**src/core/prescale_reset_pkg.sv**
```systemverilog
// Package for the peripheral clock divider bank and soft-reset register
package prescale_reset_pkg;
  localparam int unsigned ADDR_W = 8;
  localparam logic [7:0] DIV_BANK_1_OFS = 8'h08;
  localparam logic [7:0] SOFT_RESET_OFS = 8'h0C;
  localparam logic [31:0] DIV_BANK_1_RST = 32'h0000_0000;
  localparam logic [31:0] SOFT_RESET_RST = 32'h0000_0000;
  // Writable bit masks; all other bits are reserved and read as zero
  localparam logic [31:0] DIV_BANK_1_MASK = 32'hF773_7777;
  localparam logic [31:0] SOFT_RESET_MASK = 32'h01F3_3BCF;
  // Field positions (low bit)
  localparam int unsigned CLKOUT_LSB = 28;
  localparam int unsigned I2C2_LSB = 24;
  localparam int unsigned WDT_LSB = 20;
  localparam int unsigned TICK_LSB = 16;
  localparam int unsigned AUDIO_LSB = 12;
  localparam int unsigned I2C1_LSB = 8;
  localparam int unsigned USART2_LSB = 4;
  localparam int unsigned USART1_LSB = 0;
  // Highest legal code per field
  localparam logic [3:0] CLKOUT_MAX = 4'h9;
  localparam logic [3:0] WDT_MAX = 4'h5;
  localparam logic [3:0] STD_MAX = 4'h4;
  localparam logic [3:0] TICK_MAX = 4'h3;
  localparam int unsigned CNT_W = 9;
  localparam int unsigned N_DIV = 8;
  localparam int unsigned N_RST = 32;

  typedef struct packed {
    logic [ADDR_W-1:0] addr;
    logic [31:0] wdata;
    logic wr;
    logic rd;
  } reg_req_t;
endpackage

```
**src/core/prescale_reset.sv**
```systemverilog
// Peripheral clock divider bank and self-clearing peripheral soft resets
`timescale 1ns/1ps
// Notes on behaviour
// - Clock-out divider bits 31:28 divide source by 2^code, codes 0 to 9.
// - Second I2C divider bits 26:24 divide system clock by 1 to 16.
// - Watchdog divider bits 22:20 divide system clock by 1 to 32.
// - System tick divider bits 17:16 divide system clock by 1, 2, 4, 8.
// - Audio serial divider bits 14:12 divide system clock by 1 to 16.
// - First I2C divider bits 10:8 divide system clock by 1 to 16.
// - Second USART divider bits 6:4 divide system clock by 1 to 16.
// - First USART divider bits 2:0 divide system clock by 1 to 16.
// - Reset bits self-clear after a written 1; written 0 does nothing.
// - Bits 24..20 reset watchdog, calendar, audio, first I2C, second I2C.
// - Bits 17,16 reset USARTs; bits 13,12 reset sync serial ports.
// - Bit 11 converter; bits 9,8 wide timers; bits 7,6 narrow timers.
// - Bits 3..0 reset I/O ports 3..0 independently.
module prescale_reset (
  // Clock and reset
  input wire logic i_core_clk,
  input wire logic i_rst,
  // Register port
  input wire prescale_reset_pkg::reg_req_t i_req,
  output logic [31:0] o_rdata,
  // Clock-out source, already selected outside
  input wire logic i_clkout_src_en,
  // Divided clock enables, one system clock cycle wide
  output logic o_clkout_en,
  output logic o_second_i2c_clk_en,
  output logic o_watchdog_clk_en,
  output logic o_system_tick_clk_en,
  output logic o_audio_serial_clk_en,
  output logic o_first_i2c_clk_en,
  output logic o_second_usart_clk_en,
  output logic o_first_usart_clk_en,
  // Peripheral soft resets, active high
  output logic o_watchdog_soft_reset,
  output logic o_calendar_soft_reset,
  output logic o_audio_serial_soft_reset,
  output logic o_first_i2c_soft_reset,
  output logic o_second_i2c_soft_reset,
  output logic o_second_usart_soft_reset,
  output logic o_first_usart_soft_reset,
  output logic o_second_sync_serial_soft_reset,
  output logic o_first_sync_serial_soft_reset,
  output logic o_converter_soft_reset,
  output logic o_second_wide_timer_soft_reset,
  output logic o_first_wide_timer_soft_reset,
  output logic o_second_narrow_timer_soft_reset,
  output logic o_first_narrow_timer_soft_reset,
  output logic o_io_port3_soft_reset,
  output logic o_io_port2_soft_reset,
  output logic o_io_port1_soft_reset,
  output logic o_io_port0_soft_reset
);
  import prescale_reset_pkg::*;

  logic [31:0] div_bank_q;
  logic [31:0] soft_reset_q;
  logic [31:0] rdata_q;
  logic [CNT_W-1:0] cnt_q [N_DIV];
  logic [N_DIV-1:0] tick_q;
  logic [N_DIV-1:0] step;
  logic [3:0] code [N_DIV];

  // Terminal count for a 2^code divider: all low code bits set
  function automatic logic [CNT_W-1:0] div_limit(input logic [3:0] c);
    div_limit = CNT_W'((10'h001 << c) - 10'h001);
  endfunction

  // Reserved codes are stored and read back as written; treat them as the largest legal ratio
  function automatic logic [3:0] clamp(input logic [3:0] c, input logic [3:0] mx);
    clamp = (c > mx) ? mx : c;
  endfunction

  wire write_div = i_req.wr && (i_req.addr == DIV_BANK_1_OFS);
  wire write_rst = i_req.wr && (i_req.addr == SOFT_RESET_OFS);

  // Divider bank register
  always_ff @(posedge i_core_clk) begin
    if (i_rst) begin
      div_bank_q <= DIV_BANK_1_RST;
    end else if (write_div) begin
      div_bank_q <= i_req.wdata & DIV_BANK_1_MASK;
    end
  end

  // A written 1 sets a bit for exactly one cycle, then hardware clears it
  always_ff @(posedge i_core_clk) begin
    if (i_rst) begin
      soft_reset_q <= SOFT_RESET_RST;
    end else if (write_rst) begin
      soft_reset_q <= i_req.wdata & SOFT_RESET_MASK;
    end else begin
      soft_reset_q <= SOFT_RESET_RST;
    end
  end

  // Read data one cycle after the strobe; unmapped offsets read zero
  always_ff @(posedge i_core_clk) begin
    if (i_rst) begin
      rdata_q <= 32'h0000_0000;
    end else if (i_req.rd) begin
      if (i_req.addr == DIV_BANK_1_OFS) begin
        rdata_q <= div_bank_q;
      end else if (i_req.addr == SOFT_RESET_OFS) begin
        rdata_q <= soft_reset_q;
      end else begin
        rdata_q <= 32'h0000_0000;
      end
    end else begin
      rdata_q <= 32'h0000_0000;
    end
  end
  assign o_rdata = rdata_q;

  // Field decode into effective codes
  always_comb begin
    code[0] = clamp(div_bank_q[CLKOUT_LSB +: 4], CLKOUT_MAX);
    code[1] = clamp({1'b0, div_bank_q[I2C2_LSB +: 3]}, STD_MAX);
    code[2] = clamp({1'b0, div_bank_q[WDT_LSB +: 3]}, WDT_MAX);
    code[3] = clamp({2'b00, div_bank_q[TICK_LSB +: 2]}, TICK_MAX);
    code[4] = clamp({1'b0, div_bank_q[AUDIO_LSB +: 3]}, STD_MAX);
    code[5] = clamp({1'b0, div_bank_q[I2C1_LSB +: 3]}, STD_MAX);
    code[6] = clamp({1'b0, div_bank_q[USART2_LSB +: 3]}, STD_MAX);
    code[7] = clamp({1'b0, div_bank_q[USART1_LSB +: 3]}, STD_MAX);
  end

  // Clock-out counts its own source enable; the others count system clocks
  assign step = {{(N_DIV-1){1'b1}}, i_clkout_src_en};

  // Each divider emits one enable pulse per 2^code counted edges. A new code
  // applies to the running count at once and may cut one period short, so software resets the peripheral after it.
  for (genvar g = 0; g < N_DIV; g++) begin : g_div
    always_ff @(posedge i_core_clk) begin
      if (i_rst) begin
        cnt_q[g] <= '0;
        tick_q[g] <= 1'b0;
      end else if (step[g]) begin
        if (cnt_q[g] >= div_limit(code[g])) begin
          cnt_q[g] <= '0;
          tick_q[g] <= 1'b1;
        end else begin
          cnt_q[g] <= cnt_q[g] + CNT_W'(1);
          tick_q[g] <= 1'b0;
        end
      end else begin
        tick_q[g] <= 1'b0;
      end
    end
  end

  assign o_clkout_en = tick_q[0];
  assign o_second_i2c_clk_en = tick_q[1];
  assign o_watchdog_clk_en = tick_q[2];
  assign o_system_tick_clk_en = tick_q[3];
  assign o_audio_serial_clk_en = tick_q[4];
  assign o_first_i2c_clk_en = tick_q[5];
  assign o_second_usart_clk_en = tick_q[6];
  assign o_first_usart_clk_en = tick_q[7];

  // Reset outputs straight from the register bits
  assign o_watchdog_soft_reset = soft_reset_q[24];
  assign o_calendar_soft_reset = soft_reset_q[23];
  assign o_audio_serial_soft_reset = soft_reset_q[22];
  assign o_first_i2c_soft_reset = soft_reset_q[21];
  assign o_second_i2c_soft_reset = soft_reset_q[20];
  assign o_second_usart_soft_reset = soft_reset_q[17];
  assign o_first_usart_soft_reset = soft_reset_q[16];
  assign o_second_sync_serial_soft_reset = soft_reset_q[13];
  assign o_first_sync_serial_soft_reset = soft_reset_q[12];
  assign o_converter_soft_reset = soft_reset_q[11];
  assign o_second_wide_timer_soft_reset = soft_reset_q[9];
  assign o_first_wide_timer_soft_reset = soft_reset_q[8];
  assign o_second_narrow_timer_soft_reset = soft_reset_q[7];
  assign o_first_narrow_timer_soft_reset = soft_reset_q[6];
  assign o_io_port3_soft_reset = soft_reset_q[3];
  assign o_io_port2_soft_reset = soft_reset_q[2];
  assign o_io_port1_soft_reset = soft_reset_q[1];
  assign o_io_port0_soft_reset = soft_reset_q[0];

  // Checker helper: counted source edges since each enable, and whether the
  // bank was rewritten meanwhile, since a rewrite may cut one period short
  logic [9:0] chk_since_q [N_DIV];
  logic [N_DIV-1:0] chk_dirty_q;

  for (genvar h = 0; h < N_DIV; h++) begin : g_chk
    always_ff @(posedge i_core_clk) begin
      if (i_rst) begin
        chk_since_q[h] <= 10'h000;
        chk_dirty_q[h] <= 1'b1;
      end else if (tick_q[h]) begin
        chk_since_q[h] <= {9'h000, step[h]};
        chk_dirty_q[h] <= write_div;
      end else begin
        chk_since_q[h] <= chk_since_q[h] + {9'h000, step[h]};
        if (write_div) begin
          chk_dirty_q[h] <= 1'b1;
        end
      end
    end

  end
endmodule

```
**config.mk**
```make
export PLATFORM = sky130hd
export DESIGN_NAME = prescale_reset
export DESIGN_NICKNAME = d
export VERILOG_FILES = /design/src/core/prescale_reset_pkg.sv /design/src/core/prescale_reset.sv
export SDC_FILE = /design/constraint.sdc
export NUM_CORES = 1
export LEC_CHECK = 0
export BUFFER_PORTS_ARGS = -buffer_cell sky130_fd_sc_hd__buf_2
export CAP_MARGIN = 5
export CORE_UTILIZATION = 40
export CTS_BUF_LIST = sky130_fd_sc_hd__clkbuf_16
export CTS_CLUSTER_SIZE = 8
export DETAILED_ROUTE_END_ITERATION = 10
export PLACE_DENSITY = 0.68
export RECOVER_POWER = 100
export SLEW_MARGIN = 15
export SYNTH_ARGS = -nofsm -noshare
export SYNTH_HDL_FRONTEND = slang
export SYNTH_SLANG_ARGS = --single-unit
export TNS_END_PERCENT = 100
```
**constraint.sdc**
```tcl
create_clock -name i_core_clk -period 6 [get_ports i_core_clk]
set_input_delay 0.3 -clock i_core_clk [delete_from_list [all_inputs] [get_ports i_core_clk]]
set_output_delay 0.3 -clock i_core_clk [all_outputs]
set_load 0.01 [all_outputs]
```
# Word level (Yosys, flattened, before mapping)
# Memories as Yosys holds them, arrays and structs flattened.
# Index checks and enable logic that the tools add are counted.
dict set report word_totals {
  ram_bits 72
  input_bits 45
  register_bits 96
  memories 1
}
dict set report classes {
  n_eq_ne 2
  shift 8
  addsub 16
  n_bitwise 19
  order_cmp 15
  n_reduce_logical 5
  muxes 77
}
# memory words width rd rd_ports_with_merged_regs write_ports line_no
set memory_table {}
lappend memory_table {cnt_q 8 9 8 0 8 prescale_reset.sv:60} ;# logic [CNT_W-1:0] cnt_q [N_DIV];
# op count
set op_table {}
lappend op_table {{two-way mux 9 bit} 16}
lappend op_table {{adder 9 x 1 -> 9 bit (second input constant)} 8}
lappend op_table {{greater-or-equal comparator 9 bit} 8}
lappend op_table {{subtractor 9 x 1 -> 9 bit (second input constant)} 8}
lappend op_table {{two-way mux 32 bit} 2}
lappend op_table {{left shift 1 x 3 -> 9 bit (first input constant)} 6}
lappend op_table {{two-way mux 1 bit} 52}
lappend op_table {{> comparator 3 bit (second input constant)} 6}
lappend op_table {{two-way mux 3 bit} 6}
lappend op_table {{equality test 8 x 4 -> 1 bit (second input constant)} 2}
lappend op_table {{OR 1 bit} 16}
lappend op_table {{left shift 1 x 2 -> 9 bit (first input constant)} 1}
lappend op_table {{left shift 1 x 4 -> 9 bit (first input constant)} 1}
lappend op_table {{> comparator 4 bit (second input constant)} 1}
lappend op_table {{two-way mux 4 bit} 1}
lappend op_table {{OR reduction 2 bit} 2}
lappend op_table {{OR reduction 4 bit} 1}
lappend op_table {{NOT 1 bit} 3}
lappend op_table {{logical AND 1 bit} 2}

# Depth between registers and ports, before layout
# Gate-level depths: netlist of run 1.
dict set report depth {
  word_depth 11
  ltp_mapped 12
  depth_no_buf 11
}

# Worst setup path after synthesis of run 1
# OpenSTA, ideal clock, no wires.
dict set report synth_path {
  path_kind {register -> register}
  start {register div_bank_q[30]}
  end {memory cnt_q[0][2], data pin}
  path_stages_with_launch 12
  t_required_ps 5824
  path_slack_ps 3418
  arrival_ps 2405
  path_buffers 1
  setup_ps 176
  path_cell_list {dfxtp_1 > clkbuf_1 > nor2_1 > nand2_1 > ha_1 > nor2_1 > mux2_2 > a32oi_1 > ha_1 > a211oi_1 > o21bai_1 > nor4_1}
}
# item line_no
set synth_rtl {}
lappend synth_rtl {{start: declaration} prescale_reset.sv:57} ;# logic [31:0] div_bank_q;
lappend synth_rtl {{start signal: assignment} prescale_reset.sv:83} ;# div_bank_q <= i_req.wdata & DIV_BANK_1_MASK;
lappend synth_rtl {{end: declaration} prescale_reset.sv:60}

# Worst setup path in the final report of run 1
dict set report layout_path {
  start {input i_rst}
  end {register rdata_q[0] (netlist: o_rdata[0])}
}
dict set report layout_via {
  elab_chain_len 1
}
# item line_no
set layout_rtl {}
lappend layout_rtl {{start: declaration} prescale_reset.sv:20} ;# input wire logic i_rst,
lappend layout_rtl {{OR reduction 2 bit (no line)} -}
lappend layout_rtl {{end signal: assignment} prescale_reset.sv:104} ;# rdata_q <= div_bank_q;
lappend layout_rtl {{end signal: assignment} prescale_reset.sv:106} ;# rdata_q <= soft_reset_q;
lappend layout_rtl {{end: declaration} prescale_reset.sv:59} ;# logic [31:0] rdata_q;
# No other way between the ends.
# A chain may end at the register's enable or synchronous reset.

==> results of run 1 <==
[state kept, by name, indices dropped and copies added, names as in the netlist]
name,cells
o_second_i2c_clk_en,1
o_second_usart_clk_en,1
div_bank_q,24
soft_reset_q,18
o_first_usart_clk_en,1
o_watchdog_clk_en,1
o_rdata,28
o_clkout_en,1
cnt_q,72
o_system_tick_clk_en,1
o_first_i2c_clk_en,1
o_audio_serial_clk_en,1
[logic make-up (layout without fill, tap and decap cells)]
family                   after synthesis  count (layout)  share of synthesized area (%)
AND/OR/NAND/NOR                      227             227                           17.5
flip-flops                           150             150                           52.8
AO/OA/AOI/OAI                         78              78                           7.92
adder cells (fa/ha/maj)               58              58                           10.3
XOR/XNOR                              41              41                           5.09
buffers and inverters                 40             150                           2.70
multiplexers                          25              25                           3.57
other                                  2              94                          0.107
[stage by stage]
step | utilization, % | power [mW] | cells | hold WS (ns)
after floorplan | - | 1.24 | 713 | 0.444
after global placement | 46.7 | 1.28 | 1016 | 0.451
after detailed placement | 46.7 | 1.29 | 1016 | 0.454
after CTS | 50.2 | 2.35 | 1048 | 0.0818
after global routing | 49.5 | 2.41 | 1048 | 0.0879
final | 49.5 | 2.32 | 1048 | 0.100
[layout by cell type, fill, tap and decap left out, drive strengths merged, types with 4 or more instances in the layout]
master  instances
buf            40
inv            27
edfxtp         72
and3           37
nand2          18
a22o           15
nor3           18
nand2b          8
a31oi           4
nor4           14
nand3          25
clkbuf         75
a21oi          23
or3             6
o21ai          11
mux2i          24
xnor2          18
ha             58
dfxtp          78
nor3b           5
nor2b           7
conb           94
clkinv          4
and2           15
nor2           62
o21a            6
xor2           23
[per-layer routing]
layer | wire [µm] | part of all wire [%] | GRT usage [%]
met5 | 0 | 0 | 0
met3 | 664 | 4.5 | 4.58
met4 | 211 | 1.4 | 6.12
met1 | 6840 | 46 | 22.5
met2 | 7040 | 48 | 29.5
[final timing paths]
check | startpoint | to | slack, ns | depth (start not counted)
hold / removal | i_req[9] | soft_reset_q[7] | 0.10 | 2
hold reg to reg | soft_reset_q[12] | o_rdata[12] | 0.47 | 1
setup / recovery | i_rst | o_rdata[0] | 2.03 | 6
setup reg to reg | div_bank_q[29] | cnt_q[0][7] | 3.02 | 10
[worst max-delay path, cell delays in order]
cell and delay (ns):
buf_2 0.07, clkbuf_1 1.48, inv_1 0.87, and4_1 0.50, and2_0 0.60, a22o_2 0.44
[power by group through the flow]
stage | clock network (mW) | registers, mW | logic [mW]
after global routing | 1.12 | 1.13 | 0.156
after detailed placement | 0 | 1.15 | 0.136
after global placement | 0 | 1.15 | 0.133
after CTS | 1.08 | 1.13 | 0.137
after floorplan | 0 | 1.15 | 0.0926
final | 1.06 | 1.13 | 0.135
[layout make-up]
cell class / count / area, µm²
well taps: 225 / 282
multi-input cells: 523 / 3450
fillers: 1605 / 8700
clock inverters: 14 / 140
repair buffers: 97 / 414
clock buffers: 18 / 450
inverters: 21 / 78.8
flip-flops and latches: 150 / 3720
==> impl_metrics.py, run 1 <==
metrics = {
    "run_status": {
        "outcome": "complete, but fails checks",
        "failed_checks": "max-capacitance violations, max-slew violations",
    },
    "power_and_ir_drop": {
        "total_leakage_power_nw": 3.69,
        "clkPwrFrac_pct": 45.6,
        "powerDensity_mw_per_mm2": 272,
        "ir_worst_vdd_uv": 209,
        "pwr-share-comb_pct": 5.8,
        "intPower_mw": 1.77,
        "p_switching_mw": 0.557,
        "pwr-share-seq_pct": 48.6,
        "sw_frac_of_total_pct": 24.0,
    },
    "worst_setup_path": {
        "end_kind": "flip-flop",
        "path_class": "in -> reg",
        "required_ns": 6.30,
        "crit_arrival_ns": 4.28,
        "startpoint_type": "input pin",
        "crit_fanout": 39,
    },
    "flow_run": {
        "drv_cap": 3,
    },
    "synthesis": {
        "ys_types": 55,
        "synthArstFlopShare_pct": 0,
        "yosysTopAreaCellShare_pct": 30.7,
        "ys_seq_elements": 150,
        "yosys.area.top_type": "edfxtp_1",
        "synthTopCellsByArea": "edfxtp_1 31%, dfxtp_1 22%, ha_1 10%, mux2i_1 3.4%, nor2_1 3.3%",
        "synth_cells": 621,
        "yosys_warnings": 0,
        "syn_area_mm2": 0.00705,
        "synth_top_cells_by_count": "78 x dfxtp_1, 72 x edfxtp_1, 62 x nor2_1, 58 x ha_1, 37 x and3_1",
        "ys.flop_type": "dfxtp_1",
        "synth_edf_count": 72,
        "synth.most_common_cell": "dfxtp_1",
        "ys_seq_area_share_pct": 52.8,
        "avgSynthCellArea_um2": 11.3,
    },
    "drt": {
        "wl_um": 14700,
        "avgViaCountPerCell": 4.74,
        "first_pass_iters": 4,
        "drtIter0Drc": 214,
        "drtAntennaViolNets": 0,
        "dr_total_vias": 4972,
        "post-route-drc-count": 0,
        "wire_per_inst_um": 14.1,
    },
    "sta": {
        "rsz0062_at_grt": "no",
        "fmax_mhz": 252,
        "drv_slew": 71,
        "hold_violations": 0,
        "finalCriticalPeriod_ns": 3.97,
        "slew_headroom_pct": -62.4,
        "setup_slack_ns": 2.03,
        "fin_skew_ns": 0.00696,
        "fin_crit_sh_pct": 66.2,
        "setup_violations": 0,
        "tns_ns": 0,
        "tightest_slew_ns": 2.43,
    },
    "clock_tree": {
        "cts_tree": "yes",
        "clk_pin_slew_ns": 0.06,
        "h-tree-depth": 4,
        "post_cts_buffers": 0,
        "cts_buffer_depth": 2,
        "post_cts_resized": 0,
        "cts_buffers": 17,
        "cts_root_buffer": "clkbuf_16",
        "clock-sinks": 150,
        "postCtsHoldBufs": 0,
        "clk_latency_ns": 0.42,
    },
    "finish": {
        "nets": 913,
        "area_delta_synth_final_pct": 21.2,
        "diodes": 0,
        "drive_gt1_share_pct": 11.2,
        "design_area_mm2": 0.00854,
    },
    "floorplanning": {
        "fp.dieW_um": 135,
        "dieArea_mm2": 0.0182,
        "coreArea_mm2": 0.0172,
        "die_y_um": 135,
        "io_pins": 103,
        "rows": 48,
        "start_util_pct": 40.9,
    },
    "global_routing": {
        "grt_pass1_wl_um": 24600,
        "antenna_found_initial": 0,
        "grt_usage_pct": 17.8,
        "grt_pass1_vias": 4979,
        "grt_max_degree": 40,
        "grt_remaining_overflow": 0,
    },
    "placement": {
        "hpwl_um": 10600,
        "placed_area_mm2": 0.00806,
        "io_buffers": 94,
        "place_ws_ns": 3.09,
        "gp_congestion": 0.778,
    },
    "hold_path": {
        "min_path_type": "in -> reg",
    },
}
Note: power is estimated with default switching activity, not from simulation.
==> run 2, diff against run 1 <==
- PLACE_DENSITY: 0.68 -> 0.71
- clock period: 6 -> 3.2 ns (I/O delays scaled with it)
==> run 2 against run 1 <==
Clock skew is 0.0037 ns higher. Clock power is 78% higher. The flow still finishes with violations (max-capacitance violations, max-slew violations). Highest routed layer is now met5. Register-to-register slack worse by 2.7 ns. Die area stayed put. Largest cell class unchanged. Total power rose by 84%. Non-clock buffer count is 28 higher. Routed wire length grew 1.6%. Flip-flop and latch count unchanged. Via count increased by 3.5%. Sequential power rose by 88%.
==> impl_metrics.py, run 2 (synthesis results as in run 1) <==
metrics = {
    "floorplanning": {
        "dieArea_mm2": 0.0182,
        "start_util_pct": 40.9,
        "io_pins": 103,
        "die_y_um": 135,
        "coreArea_mm2": 0.0172,
        "rows": 48,
        "fp.dieW_um": 135,
    },
    "clock_tree": {
        "post_cts_buffers": 0,
        "clk_latency_ns": 0.43,
        "cts_buffer_depth": 2,
        "h-tree-depth": 4,
        "clock-sinks": 150,
        "cts_root_buffer": "clkbuf_16",
        "cts_tree": "yes",
        "cts_buffers": 17,
        "clk_pin_slew_ns": 0.06,
    },
    "sta": {
        "fin_skew_ns": 0.0106,
        "rsz0062_at_grt": "no",
        "setup_violations": 0,
        "finalCriticalPeriod_ns": 2.87,
        "setup_slack_ns": 0.334,
        "drv_slew": 12,
        "tns_ns": 0,
        "tightest_slew_ns": 1.71,
        "slew_headroom_pct": -14.3,
        "hold_violations": 0,
        "fin_crit_sh_pct": 89.6,
        "fmax_mhz": 349,
    },
    "run_status": {
        "outcome": "complete, but fails checks",
        "failed_checks": "max-capacitance violations, max-slew violations",
    },
    "placement": {
        "hpwl_um": 10700,
        "io_buffers": 94,
        "placed_area_mm2": 0.00808,
        "place_ws_ns": 0.306,
        "gp_congestion": 0.808,
        "place_inst": 1019,
    },
    "global_routing": {
        "grt_use_met2_pct": 30.0,
        "grt_pass1_wl_um": 24400,
        "busiest_layer": "met2",
        "grt_max_degree": 25,
        "grt_usage_pct": 17.7,
        "grt_remaining_overflow": 0,
        "grtUsageMet1_pct": 21.8,
        "use_met3_pct": 4.95,
        "antenna_found_initial": 1,
        "grt_pass1_vias": 4973,
    },
    "power_and_ir_drop": {
        "power_mw": 4.28,
        "total_leakage_power_nw": 3.79,
        "powerDensity_mw_per_mm2": 488,
        "ir_worst_vdd_uv": 392,
    },
    "hold_path": {
        "min_path_type": "in -> reg",
    },
    "finish": {
        "nets": 941,
        "largest_reg_flops": 72,
        "area_delta_synth_final_pct": 24.6,
        "drive_gt1_share_pct": 10.9,
        "final_cell_mix": "94 x conb_1, 78 x dfxtp_1, 72 x edfxtp_1",
        "regMostFlops": "cnt_q",
        "multi_input_area_mm2": 0.00346,
        "design_area_mm2": 0.00878,
        "final_common_cell": "conb_1",
        "nFillCells": 1563,
        "seq_area_mm2": 0.00372,
        "fin_cells": 1076,
        "diodes": 0,
    },
    "worst_setup_path": {
        "startpoint_type": "flip-flop",
        "path_class": "reg -> reg",
        "end_kind": "flip-flop",
        "crit_arrival_ns": 3.01,
        "required_ns": 3.35,
        "max_stage_delay_ns": 0.61,
        "path_cells": "nor2_1 > nand3b_1 > ha_1 > nor2_1 > mux2_2 > a32oi_1 > ha_1 > a211oi_1 > o21bai_1 > nor4_1",
        "cpMaxStageDelayCell": "o21bai_1",
        "crit_fanout": 10,
    },
    "drt": {
        "first_pass_iters": 4,
        "post-route-drc-count": 0,
        "dr_total_vias": 5147,
        "wl_um": 15000,
        "drtAntennaViolNets": 0,
        "wire_per_inst_um": 13.9,
        "avgViaCountPerCell": 4.78,
        "drtIter0Drc": 201,
    },
    "flow_run": {
        "drv_cap": 1,
    },
}
-- run 2: changes by cell type in the layout (fill, tap and decap cells not counted), sizes merged --
cell / delta
dlygate4sd3: +25
clkbuf: +4
inv: +2
buf: -1
bufinv: -1
clkinvlp: -1
-- run 2: final cells by class --
cell class                 count  share of cell area, %
sequential                   150                   42.4
multi-input combinational    523                   39.4
timing repair buffer         125                   7.71
clock buffer                  18                   5.13
tap                          225                   3.21
clock inverter                14                   1.28
inverter                      21                  0.898
-- run 2: path summary, 6_finish.rpt --
| check | startpoint | endpoint | slack [ns] | depth (start not counted) |
|---|---|---|---|---|
| setup reg to reg | div_bank_q[30] | cnt_q[0][6] | 0.33 | 10 |
| setup / recovery | div_bank_q[30] | cnt_q[0][6] | 0.33 | 10 |
| hold / removal | i_req[33] | div_bank_q[31] | 0.01 | 3 |
| hold reg to reg | soft_reset_q[8] | o_rdata[8] | 0.48 | 1 |
-- run 2: metrics by stage --
step | utilization, % | hold slack, ns
2_1_floorplan | - | 0.304
3_3_place_gp | 46.9 | 0.393
3_5_place_dp | 46.9 | 0.395
4_1_cts | 51.6 | 0.000740
5_1_grt | 51.0 | 0.0112
6_report | 51.0 | 0.0136
-- run 2: what timing repair did --
action / in CTS / in global routing
gates resized for setup: 0 / 1
hold buffers: 25 / 0
hold endpoints to repair: 36 / 0
setup endpoints to repair: 0 / 1
-- run 2: critical path: cells and delay by family, from the launching register on --
kind	cells	cell delay, ns
AO/OA/AOI/OAI	3	0.78
AND/OR/NAND/NOR	4	0.66
multiplexers	1	0.17
flip-flops	1	0.38
adder cells (fa/ha/maj)	2	0.60
-- run 2: metal layers --
layer	vias up	wire (µm)
met5	-	13
met2	86	7180
met1	2434	6990
met4	2	218
li1	2609	-
met3	16	582
-- run 2: power breakdown --
| part | internal [mW] | switching, mW | total (mW) |
|---|---|---|---|
| clock network | 1.06 | 0.832 | 1.89 |
| logic | 0.123 | 0.155 | 0.277 |
| registers | 2.07 | 0.0452 | 2.12 |
